**config.mk**
```make
export PLATFORM = sky130hd
export DESIGN_NAME = cbbc_bridge_control
export DESIGN_NICKNAME = d
export VERILOG_FILES = /design/src/logic/cbbc_pkg.sv /design/src/logic/cbbc_bridge_control.sv
export SDC_FILE = /design/constraint.sdc
export NUM_CORES = 1
export LEC_CHECK = 0
export ABC_AREA = 1
export BUFFER_PORTS_ARGS = -buffer_cell sky130_fd_sc_hd__buf_4
export CORE_AREA = 2 2 82 92
export CTS_BUF_LIST = sky130_fd_sc_hd__clkbuf_8
export DETAILED_ROUTE_END_ITERATION = 10
export DIE_AREA = 0 0 84 94
export MAX_ROUTING_LAYER = met4
export PLACE_DENSITY = 0.76
export SLEW_MARGIN = 10
export SYNTH_ARGS = -nofsm -noshare
export SYNTH_HDL_FRONTEND = slang
export SYNTH_SLANG_ARGS = --single-unit
```
**constraint.sdc**
```tcl
create_clock -name CLK_I -period 2.75 [get_ports CLK_I]
set_input_delay 0.55 -clock CLK_I [delete_from_list [all_inputs] [get_ports CLK_I]]
set_output_delay 0.55 -clock CLK_I [all_outputs]
set_load 0.01 [all_outputs]
```
**src/logic/cbbc_pkg.sv**
```systemverilog
// package: offsets, field positions, reset values and carrier types of the bridge control block
package cbbc_pkg;

   // ---------------------------------------------------------------
   // register offsets (byte addresses on the apb bus)
   // ---------------------------------------------------------------
   localparam logic [11:0] CBBC_ADR_BRIDGE_CONTROL = 12'h000;  // control word
   localparam logic [11:0] CBBC_ADR_CMD = 12'h004;             // command enables
   localparam logic [11:0] CBBC_ADR_STATUS = 12'h008;          // block state, read only
   localparam logic [11:0] CBBC_ADR_IRQ_SEL = 12'h00C;         // isa irq selection
   localparam logic [11:0] CBBC_ADR_PWRDN = 12'h010;           // power-down request

   // ---------------------------------------------------------------
   // control field positions
   // ---------------------------------------------------------------
   localparam int CBBC_B_IRQ_ISA = 7;      // isa_irq_route_en
   localparam int CBBC_B_CARD_RESET_OUT = 6;         // card_reset_ctl
   localparam int CBBC_B_MABORT = 5;       // master abort mode
   localparam int CBBC_B_RSVD = 4;         // reserved, reads zero
   localparam int CBBC_B_VGA = 3;          // legacy video forwarding
   localparam int CBBC_B_ISA = 2;          // legacy_io_block_en
   localparam int CBBC_B_SERR = 1;         // card_syserr_fwd_en
   localparam int CBBC_B_PERR = 0;         // parity error response

   // command register field positions
   localparam int CBBC_C_IO = 0;           // i/o space enable
   localparam int CBBC_C_MEM = 1;          // memory space enable
   localparam int CBBC_C_SERR = 2;         // system error reporting enable

   // ---------------------------------------------------------------
   // reset values and widths
   // ---------------------------------------------------------------
   localparam logic [7:0] CBBC_CTL_RESET = 8'h00;     // all writable bits clear
   localparam logic [7:0] CBBC_CTL_WMASK = 8'hEF;     // bit 4 not writable
   localparam logic [2:0] CBBC_CMD_RESET = 3'h0;      // command enables clear
   localparam logic [3:0] CBBC_IRQ_RESET = 4'h3;      // default isa irq line
   localparam int CBBC_IRQ_LO = 3;                     // lowest isa irq pin
   localparam int CBBC_IRQ_HI = 15;                    // highest isa irq pin

   // ---------------------------------------------------------------
   // legacy address ranges
   // ---------------------------------------------------------------
   localparam logic [31:0] CBBC_VGA_MEM_LO = 32'h000A_0000;  // video memory start
   localparam logic [31:0] CBBC_VGA_MEM_HI = 32'h000B_FFFF;  // video memory end
   localparam logic [9:0] CBBC_VGA_IO1_LO = 10'h3B0;         // mono io start
   localparam logic [9:0] CBBC_VGA_IO1_HI = 10'h3BB;         // mono io end
   localparam logic [9:0] CBBC_VGA_IO2_LO = 10'h3C0;         // colour io start
   localparam logic [9:0] CBBC_VGA_IO2_HI = 10'h3DF;         // colour io end
   localparam logic [9:0] CBBC_ISA_BLK_LO = 10'h100;         // upper 768 bytes of 1k
   localparam logic [15:0] CBBC_IO_64K_TOP = 16'hFFFF;       // first 64 kbytes
   localparam logic [31:0] CBBC_ONES = 32'hFFFF_FFFF;        // aborted read data

   // ---------------------------------------------------------------
   // carrier types
   // ---------------------------------------------------------------
   typedef struct packed
   {
      logic valid;        // decode request present
      logic from_card;    // 1: originates on card-side bus
      logic is_io;        // 1: i/o, 0: memory
      logic [31:0] addr;  // transaction address
   } cbbc_xact_t;

   typedef struct packed
   {
      logic fwd;          // forward to opposite bus
      logic claim;        // respond on originating bus
   } cbbc_route_t;

   typedef struct packed
   {
      logic valid;        // master abort seen on destination
      logic is_read;      // aborted transaction was a read
      logic posted;       // write was posted
      logic [3:0] be;     // byte enables of the source
   } cbbc_abort_t;

endpackage : cbbc_pkg

```
**src/logic/cbbc_bridge_control.sv**
```systemverilog
// top: bridge control low byte with apb register access and routing logic
`timescale 1ns/1ps
// What this block does
// - bit 7 set: card interrupt to isa pin
// - bit 7 clear: card interrupt to inta
// - bit 6 holds card reset asserted
// - power-down sequence sets bit 6 itself
// - card reset is bit 6 or pci reset
// - bit 5 clear: abort gives ones, drops writes
// - bit 5 set: abort gives target abort, posted writes dropped
// - bit 4 reads zero, ignores writes
// - bit 3: forward video memory range to card
// - bit 3: forward video io, ten bits decoded
// - card-side video range gets no response
// - video forwarding gated by command enables
// - bit 2: pci io only 64k, block upper 768
// - bit 2: card io upper 768 goes to pci
// - bit 1 passes card system error to serr
// - bit 0 reports or ignores card parity errors
// - bits 7,5,3,2,1,0 reset to zero
module cbbc_bridge_control
   import cbbc_pkg::*;
(
   // clock and reset
   input wire logic CLK_I,
   input wire logic RESET_I,
   // apb slave
   input wire logic PSEL_I,
   input wire logic PENABLE_I,
   input wire logic PWRITE_I,
   input wire logic [11:0] PADDR_I,
   input wire logic [31:0] PWDATA_I,
   output logic [31:0] PRDATA_O,
   output logic PREADY_O,
   output logic PSLVERR_O,
   // hardware events
   input wire logic PWRDN_SEQ_I,
   input wire logic CARD_IRQ_REQUEST_I,
   input wire logic CARD_SYSTEM_ERROR_I,
   input wire logic CARD_PARITY_ERR_I,
   // transaction decode
   input wire cbbc_xact_t XACT_I,
   output cbbc_route_t ROUTE_O,
   // master abort handling
   input wire cbbc_abort_t ABORT_I,
   output logic [31:0] ABORT_RDATA_O,
   output logic TARGET_ABORT_O,
   output logic DISCARD_WRITE_O,
   // outputs toward pins
   output logic [CBBC_IRQ_HI:CBBC_IRQ_LO] ISA_IRQ_O,
   output logic INTA_O,
   output logic CARD_RESET_OUT_O,
   output logic SERR_O,
   output logic PERR_REPORT_O
);

   // ------------------------------------------------------------
   // pin input synchronisers
   // ------------------------------------------------------------
   logic [3:0] pin_s1_r;   // first stage, read only by second
   logic [3:0] pin_s2_r;   // second stage
   logic [3:0] pin_s3_r;   // third stage
   logic [3:0] pin_q_r;    // agreed level
   wire logic [3:0] pin_raw = {CARD_PARITY_ERR_I, CARD_SYSTEM_ERROR_I,
                               CARD_IRQ_REQUEST_I, PWRDN_SEQ_I};

   // stage one may go metastable; only stage two reads it, so a whole
   // clock period of settling time is kept
   // three stages; a change counts once stages two and three agree
   always_ff @(posedge CLK_I)
   begin
      pin_s1_r <= pin_raw;
      pin_s2_r <= pin_s1_r;
      pin_s3_r <= pin_s2_r;
   end

   genvar gi;
   generate
      for (gi = 0; gi < 4; gi++)
      begin : g_agree
         // agreement filter per pin
         // a one-cycle glitch on a pin never reaches the block
         // because two stages must show the same level first
         always_ff @(posedge CLK_I)
         begin
            if (RESET_I)
               pin_q_r[gi] <= 1'b0;
            else if (pin_s2_r[gi] == pin_s3_r[gi])
               pin_q_r[gi] <= pin_s3_r[gi];
         end
      end
   endgenerate

   wire logic pwrdn_lvl = pin_q_r[0];    // power-down sequence running
   wire logic irq_lvl = pin_q_r[1];      // card_irq_request / cardbus_func_int
   wire logic card_system_error_lvl = pin_q_r[2];    // card_system_error
   wire logic cperr_lvl = pin_q_r[3];    // card-side parity error

   // ------------------------------------------------------------
   // registers
   // ------------------------------------------------------------
   logic [7:0] ctl_r;        // bridge_control low byte
   logic [7:0] ctl_nxt;      // next control value
   logic [2:0] cmd_r;        // command enables
   logic [3:0] irq_sel_r;    // isa irq line selection
   logic pwrdn_d_r;          // delayed power-down level

   // apb decode
   // a write lands only at the edge where the master sees ready; a held
   // access phase sees ready every second cycle and writes again each time
   wire logic wr_acc = PSEL_I & PENABLE_I & PWRITE_I & PREADY_O;
   wire logic sel_ctl = (PADDR_I == CBBC_ADR_BRIDGE_CONTROL);
   wire logic sel_cmd = (PADDR_I == CBBC_ADR_CMD);
   wire logic sel_sts = (PADDR_I == CBBC_ADR_STATUS);
   wire logic sel_irq = (PADDR_I == CBBC_ADR_IRQ_SEL);
   wire logic sel_pwr = (PADDR_I == CBBC_ADR_PWRDN);
   wire logic mapped = sel_ctl | sel_cmd | sel_sts | sel_irq | sel_pwr;
   wire logic pwrdn_rise = pwrdn_lvl & ~pwrdn_d_r;
   wire logic sw_pwrdn = wr_acc & sel_pwr & PWDATA_I[0];

   // a power-down must never be lost to a software write in the same
   // cycle, so the hardware set is applied last
   // control next value: software write, then hardware set wins
   always_comb
   begin
      ctl_nxt = ctl_r;
      if (wr_acc & sel_ctl)
         ctl_nxt = PWDATA_I[7:0] & CBBC_CTL_WMASK;
      if (pwrdn_rise | sw_pwrdn)
         ctl_nxt[CBBC_B_CARD_RESET_OUT] = 1'b1;
      ctl_nxt[CBBC_B_RSVD] = 1'b0;
   end

   // register storage
   // command and irq selection change only on a mapped write
   // at the ready edge; the control byte goes through ctl_nxt
   always_ff @(posedge CLK_I)
   begin
      if (RESET_I)
      begin
         ctl_r <= CBBC_CTL_RESET;
         cmd_r <= CBBC_CMD_RESET;
         irq_sel_r <= CBBC_IRQ_RESET;
         pwrdn_d_r <= 1'b0;
      end
      else
      begin
         ctl_r <= ctl_nxt;
         pwrdn_d_r <= pwrdn_lvl;
         if (wr_acc & sel_cmd)
            cmd_r <= PWDATA_I[2:0];
         if (wr_acc & sel_irq)
            irq_sel_r <= PWDATA_I[3:0];
      end
   end

   // read mux; status shows live block state
   logic [31:0] rd_mux;
   always_comb
   begin
      rd_mux = 32'h0000_0000;
      if (sel_ctl)
         rd_mux = {24'h00_0000, ctl_r};
      else if (sel_cmd)
         rd_mux = {29'h0000_0000, cmd_r};
      else if (sel_irq)
         rd_mux = {28'h000_0000, irq_sel_r};
      else if (sel_sts)
         rd_mux = {27'h000_0000, CARD_RESET_OUT_O, cperr_lvl, card_system_error_lvl,
                   irq_lvl, pwrdn_lvl};
   end

   // apb answer: one wait state, error on unmapped address
   // ready drops after one cycle, but a held access phase
   // gets ready again every second cycle
   always_ff @(posedge CLK_I)
   begin
      if (RESET_I)
      begin
         PREADY_O <= 1'b0;
         PRDATA_O <= 32'h0000_0000;
         PSLVERR_O <= 1'b0;
      end
      else
      begin
         PREADY_O <= PSEL_I & PENABLE_I & ~PREADY_O;
         PRDATA_O <= rd_mux;
         PSLVERR_O <= PSEL_I & PENABLE_I & ~PREADY_O & ~mapped;
      end
   end

   // ------------------------------------------------------------
   // transaction decode
   // ------------------------------------------------------------
   // i/o decode looks at the low ten bits; bits 15:10 alias, bits 31:16 are checked for video and host-side blocking
   wire logic [9:0] io10 = XACT_I.addr[9:0];
   wire logic vga_mem = ~XACT_I.is_io & (XACT_I.addr >= CBBC_VGA_MEM_LO)
                        & (XACT_I.addr <= CBBC_VGA_MEM_HI);
   wire logic vga_io = XACT_I.is_io & (XACT_I.addr[31:16] == 16'h0000) &
                       (((io10 >= CBBC_VGA_IO1_LO) & (io10 <= CBBC_VGA_IO1_HI)) |
                        ((io10 >= CBBC_VGA_IO2_LO) & (io10 <= CBBC_VGA_IO2_HI)));
   wire logic vga_hit = ctl_r[CBBC_B_VGA] &
                        ((vga_mem & cmd_r[CBBC_C_MEM]) | (vga_io & cmd_r[CBBC_C_IO]));
   wire logic io_first64k = XACT_I.addr[31:16] == 16'h0000;
   wire logic io_upper768 = io10 >= CBBC_ISA_BLK_LO;
   wire logic isa_on = ctl_r[CBBC_B_ISA];
   logic fwd_nxt;
   logic claim_nxt;

   // card-side requests in the video ranges get no answer; only the
   // upper i/o blocks go up to pci when legacy blocking is on
   // route decision for one request
   always_comb
   begin
      fwd_nxt = 1'b0;
      claim_nxt = 1'b0;
      if (XACT_I.valid & ~XACT_I.from_card)
      begin
         if (vga_hit)
            fwd_nxt = 1'b1;
         else if (XACT_I.is_io & isa_on)
            fwd_nxt = cmd_r[CBBC_C_IO] & io_first64k & ~io_upper768;
         else if (XACT_I.is_io)
            fwd_nxt = cmd_r[CBBC_C_IO];
         claim_nxt = fwd_nxt;
      end
      else if (XACT_I.valid)
      begin
         if (vga_hit)
            fwd_nxt = 1'b0;
         else if (XACT_I.is_io & isa_on & io_upper768)
            fwd_nxt = 1'b1;
         claim_nxt = fwd_nxt;
      end
   end

   // byte lanes expanded to bits
   wire logic [31:0] lane_mask = {{8{ABORT_I.be[3]}}, {8{ABORT_I.be[2]}},
                                  {8{ABORT_I.be[1]}}, {8{ABORT_I.be[0]}}};

   // posted writes have no master left to abort toward, so they are dropped
   // registered route and abort outcome
   always_ff @(posedge CLK_I)
   begin
      if (RESET_I)
      begin
         ROUTE_O <= '0;
         ABORT_RDATA_O <= 32'h0000_0000;
         TARGET_ABORT_O <= 1'b0;
         DISCARD_WRITE_O <= 1'b0;
      end
      else
      begin
         ROUTE_O <= '{fwd: fwd_nxt, claim: claim_nxt};
         ABORT_RDATA_O <= 32'h0000_0000;
         TARGET_ABORT_O <= 1'b0;
         DISCARD_WRITE_O <= 1'b0;
         if (ABORT_I.valid & ~ctl_r[CBBC_B_MABORT])
         begin
            ABORT_RDATA_O <= ABORT_I.is_read ? (CBBC_ONES & lane_mask) : 32'h0000_0000;
            DISCARD_WRITE_O <= ~ABORT_I.is_read;
         end
         else if (ABORT_I.valid & (ABORT_I.is_read | ~ABORT_I.posted))
            TARGET_ABORT_O <= 1'b1;
         else if (ABORT_I.valid)
            DISCARD_WRITE_O <= 1'b1;
      end
   end

   // ------------------------------------------------------------
   // pin outputs
   // ------------------------------------------------------------
   wire logic mabort_serr = ABORT_I.valid & ctl_r[CBBC_B_MABORT] &
                            (ABORT_I.is_read | ~ABORT_I.posted) & cmd_r[CBBC_C_SERR];
   wire logic card_system_error_fwd = card_system_error_lvl & ctl_r[CBBC_B_SERR];
   wire logic isa_route = ctl_r[CBBC_B_IRQ_ISA];

   // the reset branch holds card reset high, which is the or with pci
   // reset; outside reset the pin follows the next control value
   // interrupt steering, reset, error outputs
   always_ff @(posedge CLK_I)
   begin
      if (RESET_I)
      begin
         ISA_IRQ_O <= '0;
         INTA_O <= 1'b0;
         CARD_RESET_OUT_O <= 1'b1;
         SERR_O <= 1'b0;
         PERR_REPORT_O <= 1'b0;
      end
      else
      begin
         for (int k = CBBC_IRQ_LO; k <= CBBC_IRQ_HI; k++)
            ISA_IRQ_O[k] <= isa_route & irq_lvl & (irq_sel_r == 4'(k));
         INTA_O <= ~isa_route & irq_lvl;
         CARD_RESET_OUT_O <= ctl_nxt[CBBC_B_CARD_RESET_OUT];
         SERR_O <= card_system_error_fwd | mabort_serr;
         PERR_REPORT_O <= cperr_lvl & ctl_r[CBBC_B_PERR];
      end
   end

endmodule : cbbc_bridge_control

```
# After elaboration in Yosys (flattened, before gate mapping)
# Index checks and enable logic that the tools add are counted.
dict set report totals {
  output_inout_bits 87
  word_cells 143
  regBits 111
}
dict set report classes {
  eq_ne 21
  n_lt_le_gt_ge 7
  mux 17
  bitwise_logic 67
  reduce_logical 5
}
# operator n
set op_table {}
lappend op_table {{$and 1x1->1} 47}
lappend op_table {{$eq 4x4->1 const B} 8}
lappend op_table {{$ge 32x20->1 const B} 1}
lappend op_table {{$le 32x20->1 const B} 1}
lappend op_table {{$eq 12x4->1 const B} 2}
lappend op_table {{$ge 10x10->1 const B} 2}
lappend op_table {{$le 10x10->1 const B} 2}
lappend op_table {{$eq 4x3->1 const B} 4}
lappend op_table {{$logic_not 16->1} 1}
lappend op_table {{$mux 5} 3}
lappend op_table {{$eq 12x3->1 const B} 1}
lappend op_table {{$eq 12x5->1 const B} 1}
lappend op_table {{$logic_not 12->1} 1}
lappend op_table {{$mux 1} 12}
lappend op_table {{$not 1->1} 11}
lappend op_table {{$ge 10x9->1 const B} 1}
lappend op_table {{$or 1x1->1} 9}
lappend op_table {{$mux 8} 1}
lappend op_table {{$mux 7} 1}
lappend op_table {{$eq 1x1->1} 4}
lappend op_table {{$eq 4x2->1 const B} 1}
lappend op_table {{$reduce_or 4->1} 1}
lappend op_table {{$reduce_or 3->1} 1}
lappend op_table {{$reduce_or 2->1} 1}

# Longest topological paths before layout
dict set report logic_depth {
  depth_word 10
  depth_mapped 10
}

# Worst setup path before layout
# Ideal clock, no wire load.
dict set report synth_timing {
  path_type {input to register}
  from {in PADDR_I[5]}
  to {reg ctl_r[5]}
  slack_ns 1.274
  stages 9
  arrival_time_ns 1.357
  path_cell_list {nor2_1 > nand2_1 > nor2_4 > nand2_2 > inv_2 > nand2_2 > buf_6 > o21ai_1 > a21oi_1}
}
dict set report synth_via {
  elab_chain_len 2
}
# item line
set synth_rtl {}
lappend synth_rtl {{start, declared} cbbc_bridge_control.sv:31} ;# input wire logic [11:0] PADDR_I,
lappend synth_rtl {{$logic_not 12->1} cbbc_bridge_control.sv:112} ;# wire logic sel_ctl = (PADDR_I == CBBC_ADR_BRIDGE_CONTROL);
lappend synth_rtl {{$and 1x1->1} cbbc_bridge_control.sv:127} ;# if (wr_acc & sel_ctl)
lappend synth_rtl {{end signal, assigned} cbbc_bridge_control.sv:148} ;# ctl_r <= ctl_nxt;
lappend synth_rtl {{end, declared} cbbc_bridge_control.sv:102} ;# logic [7:0] ctl_r;
# Every way passes these cells.
# A chain may end at the register's enable or synchronous reset.

# Worst setup path in the final report
dict set report layout_timing {
  from {reg, netlist name ABORT_RDATA_O[24]}
  to {out ABORT_RDATA_O[29]}
}
# item line
set layout_lines {}
lappend layout_lines {{end, declared} cbbc_bridge_control.sv:46} ;# output logic [31:0] ABORT_RDATA_O,
# No word-level cell between the ends.

==> impl_metrics.csv <==
group,metric,value,unit
finish,nFillCells,652,
clocking,clk_latency,0.34,ns
pwr,p_switching,0.447,mW
synthesis,synth_area,2720,µm²
synthesis,synth_area_per_cell,7.94,µm²
clocking,clk_pin_slew_worst_paths,0.07,ns
drt,via_count,2384,
synthesis,ys_seq_elements,65,
placed_design,dpl_cell_area,3430,µm²
pwr,p_per_area,549,nW/µm²
critical_path,cp_max_fo,8,
drt,wl_per_cell,11.6,µm
sta,clock_skew,0.00868,ns
drt,first_pass_iters,4,
placed_design,pre_cts_slack,0.857,ns
floorplanning,pin_count,182,
placed_design,io_buffers,124,
pwr,netSwitchingFraction,0.224,
clocking,cts_buffers,9,
synthesis,synthCells,343,
critical_path,crit_buf_inv,1,
drt,drtIter0Drc,154,
clocking,clockBufferDepth,2,
run_status,status,"complete, no violations",
finish,final_common_cell,"buf_4",
floorplanning,start_util,0.393,
finish,drive_gt1_frac,0.336,
min_path,hp-start,"CARD_PARITY_ERR_I",
critical_path,rrSetupSlack,1.36,ns
clocking,cts_setup_buffers,0,
global_route,antenna_found_initial,0,
clocking,htreeDepth,3,
pwr,ir_drop,0.000325,V
min_path,hold_path_class,"in -> reg",
finish,regArea,1300,µm²
placed_design,dp_hpwl,4920,µm
job,maxCapViolCount,0,
pwr,seqPwrFrac,0.486,
sta,max_freq,651,MHz
finish,diodes,0,
critical_path,cpMaxStageDelayCell,"dfxtp_1",
critical_path,crit_chain,"buf_4",
sta,worst_slew_pin_slew,0.643,ns
global_route,grt_start_max_net_pins,23,
sta,max-slew-margin-rel,0.571,
finish,syn2layout_area_growth,33.6,%
synthesis,synth_cell_types,30,
finish,final_util,0.525,
finish,final_cell_mix,"buf_4 (124), dfxtp_1 (65), nor2_1 (51), nand2_1 (42), inv_1 (41)",
pwr,combinationalPowerShare,0.084,
pwr,internal-power,1.55,mW
sta,finalMaxSlewViolations,0,
global_route,grt_usage,0.169,
critical_path,critPathArrivalTime,0.99,ns
drt,ant_nets,0,
drt,wl,6190,µm
clocking,cts_root_buf,"clkbuf_8",
finish,layout.cells.non_filler,534,
critical_path,critPathLaunch,"ABORT_RDATA_O[24]",
critical_path,crit_type,"reg -> out",
placed_design,dp.cells,518,
finish,fin_area,3640,µm²
sta,min_period,1.54,ns
critical_path,max_stage_delay,0.47,ns
global_route,grt_pass1_wl,10100,µm
floorplanning,fp.dieH,94,µm
clocking,cts_tree,"yes",
sta,finalHoldViolCount,0,
floorplanning,die-area,7900,µm²
pwr,power_frac_clock,0.430,
sta,post-route-period-util,0.559,
critical_path,path_delay_family,"flip-flops",
drt,drc,0,
sta,setup_viol,0,
sta,setup_ws,1.21,ns
sta,tns,0,ns
floorplanning,die_w,84,µm
placed_design,gp_congestion,0.848,
global_route,first_global_vias,2283,
critical_path,crit_required,2.20,ns
critical_path,r2r-start,"PREADY_O",
pwr,p_leak,1.81,nW
clocking,cts_hold_buffers,0,
drt,via_per_inst,4.46,
floorplanning,core.rowCount,32,
critical_path,endpoint_kind,"output pin",
clocking,cts_resized,0,
finish,multi_input_area,935,µm²
synthesis,yosysSeqAreaShare,0.478,
critical_path,startpoint_type,"flop",
floorplanning,coreArea,6930,µm²
clocking,cts.sinks,65,
finish,nets,539,
global_route,grt.overflow.total,0,
sta,rsz0062_at_grt,"false",
synthesis,synth_warnings,0,
## flip-flops by register name, indices dropped and copies added, names as in the netlist, 3 cells and up
signal,count
cmd_r,3
pin_s1_r,4
pin_s3_r,4
pin_s2_r,4
irq_sel_r,4
PRDATA_O,8
ctl_r,7
ISA_IRQ_O,13
ABORT_RDATA_O,4
## power groups by stage
stage          Combinational (mW)  Clock [mW]  Sequential (mW)
6_report                    0.168       0.859            0.972
5_1_grt                     0.187       0.929            0.974
4_1_cts                     0.169       0.878            0.972
3_5_place_dp                0.169           0            0.994
3_3_place_gp                0.165           0            0.993
2_1_floorplan               0.100           0            0.993
## synth_stat cells, drive strengths merged
cell / n / area, µm²
a2111oi: 1 / 8.76
a211oi: 1 / 7.51
a21oi: 17 / 88.8
a32o: 1 / 10.0
and3: 1 / 6.26
buf: 55 / 413
clkbuf: 2 / 7.51
conb: 1 / 3.75
dfxtp: 65 / 1300
inv: 41 / 154
nand2: 46 / 183
nand3: 17 / 85.1
nand3b: 2 / 15.0
nand4: 5 / 31.3
nor2: 56 / 233
nor3: 7 / 35.0
nor4: 1 / 6.26
o211ai: 1 / 7.51
o21ai: 20 / 104
o221ai: 2 / 17.5
o22ai: 1 / 6.26
## through the flow
step / hold slack (ns) / total power [mW]
6_report: 0.304 / 2.00
5_1_grt: 0.282 / 2.09
4_1_cts: 0.291 / 2.02
3_5_place_dp: 0.312 / 1.16
3_3_place_gp: 0.311 / 1.16
2_1_floorplan: 0.310 / 1.09
## area by class of cell
| cell class | count | share of cell area |
|---|---|---|
| clock buffer | 9 | 0.0340 |
| timing repair buffer | 124 | 0.256 |
| multi-input combinational | 203 | 0.257 |
| clock inverter | 7 | 0.0241 |
| tap | 85 | 0.0292 |
| sequential | 65 | 0.358 |
| inverter | 41 | 0.0423 |
## final timing paths
path | end | cells past startpoint
worst max-delay path | ABORT_RDATA_O[29] | 1
worst min-delay path | pin_s1_r[3] | 1
worst max register to register | CARD_RESET_OUT_O | 7
worst min register to register | pin_s2_r[0] | 0
## per-layer routing
layer | vias up | track usage | wire, µm | share of wire
met5 | - | - | 0 | 0
met4 | 0 | 0.0417 | 54 | 0.0087
met3 | 7 | 0.0764 | 545 | 0.088
met2 | 100 | 0.297 | 3180 | 0.51
met1 | 1058 | 0.172 | 2410 | 0.39
li1 | 1219 | - | - | -
## cell families (layout without fill, tap and decap cells)
group                  Yosys count  after routing  share of synthesized area
AO/OA/AOI/OAI                   44             44                     0.0919
AND/OR/NAND/NOR                135            135                      0.218
other                            1             24                    0.00138
buffers and inverters           98            181                      0.211
flip-flops                      65             65                      0.478
Note: power is estimated with default switching activity, not from simulation.
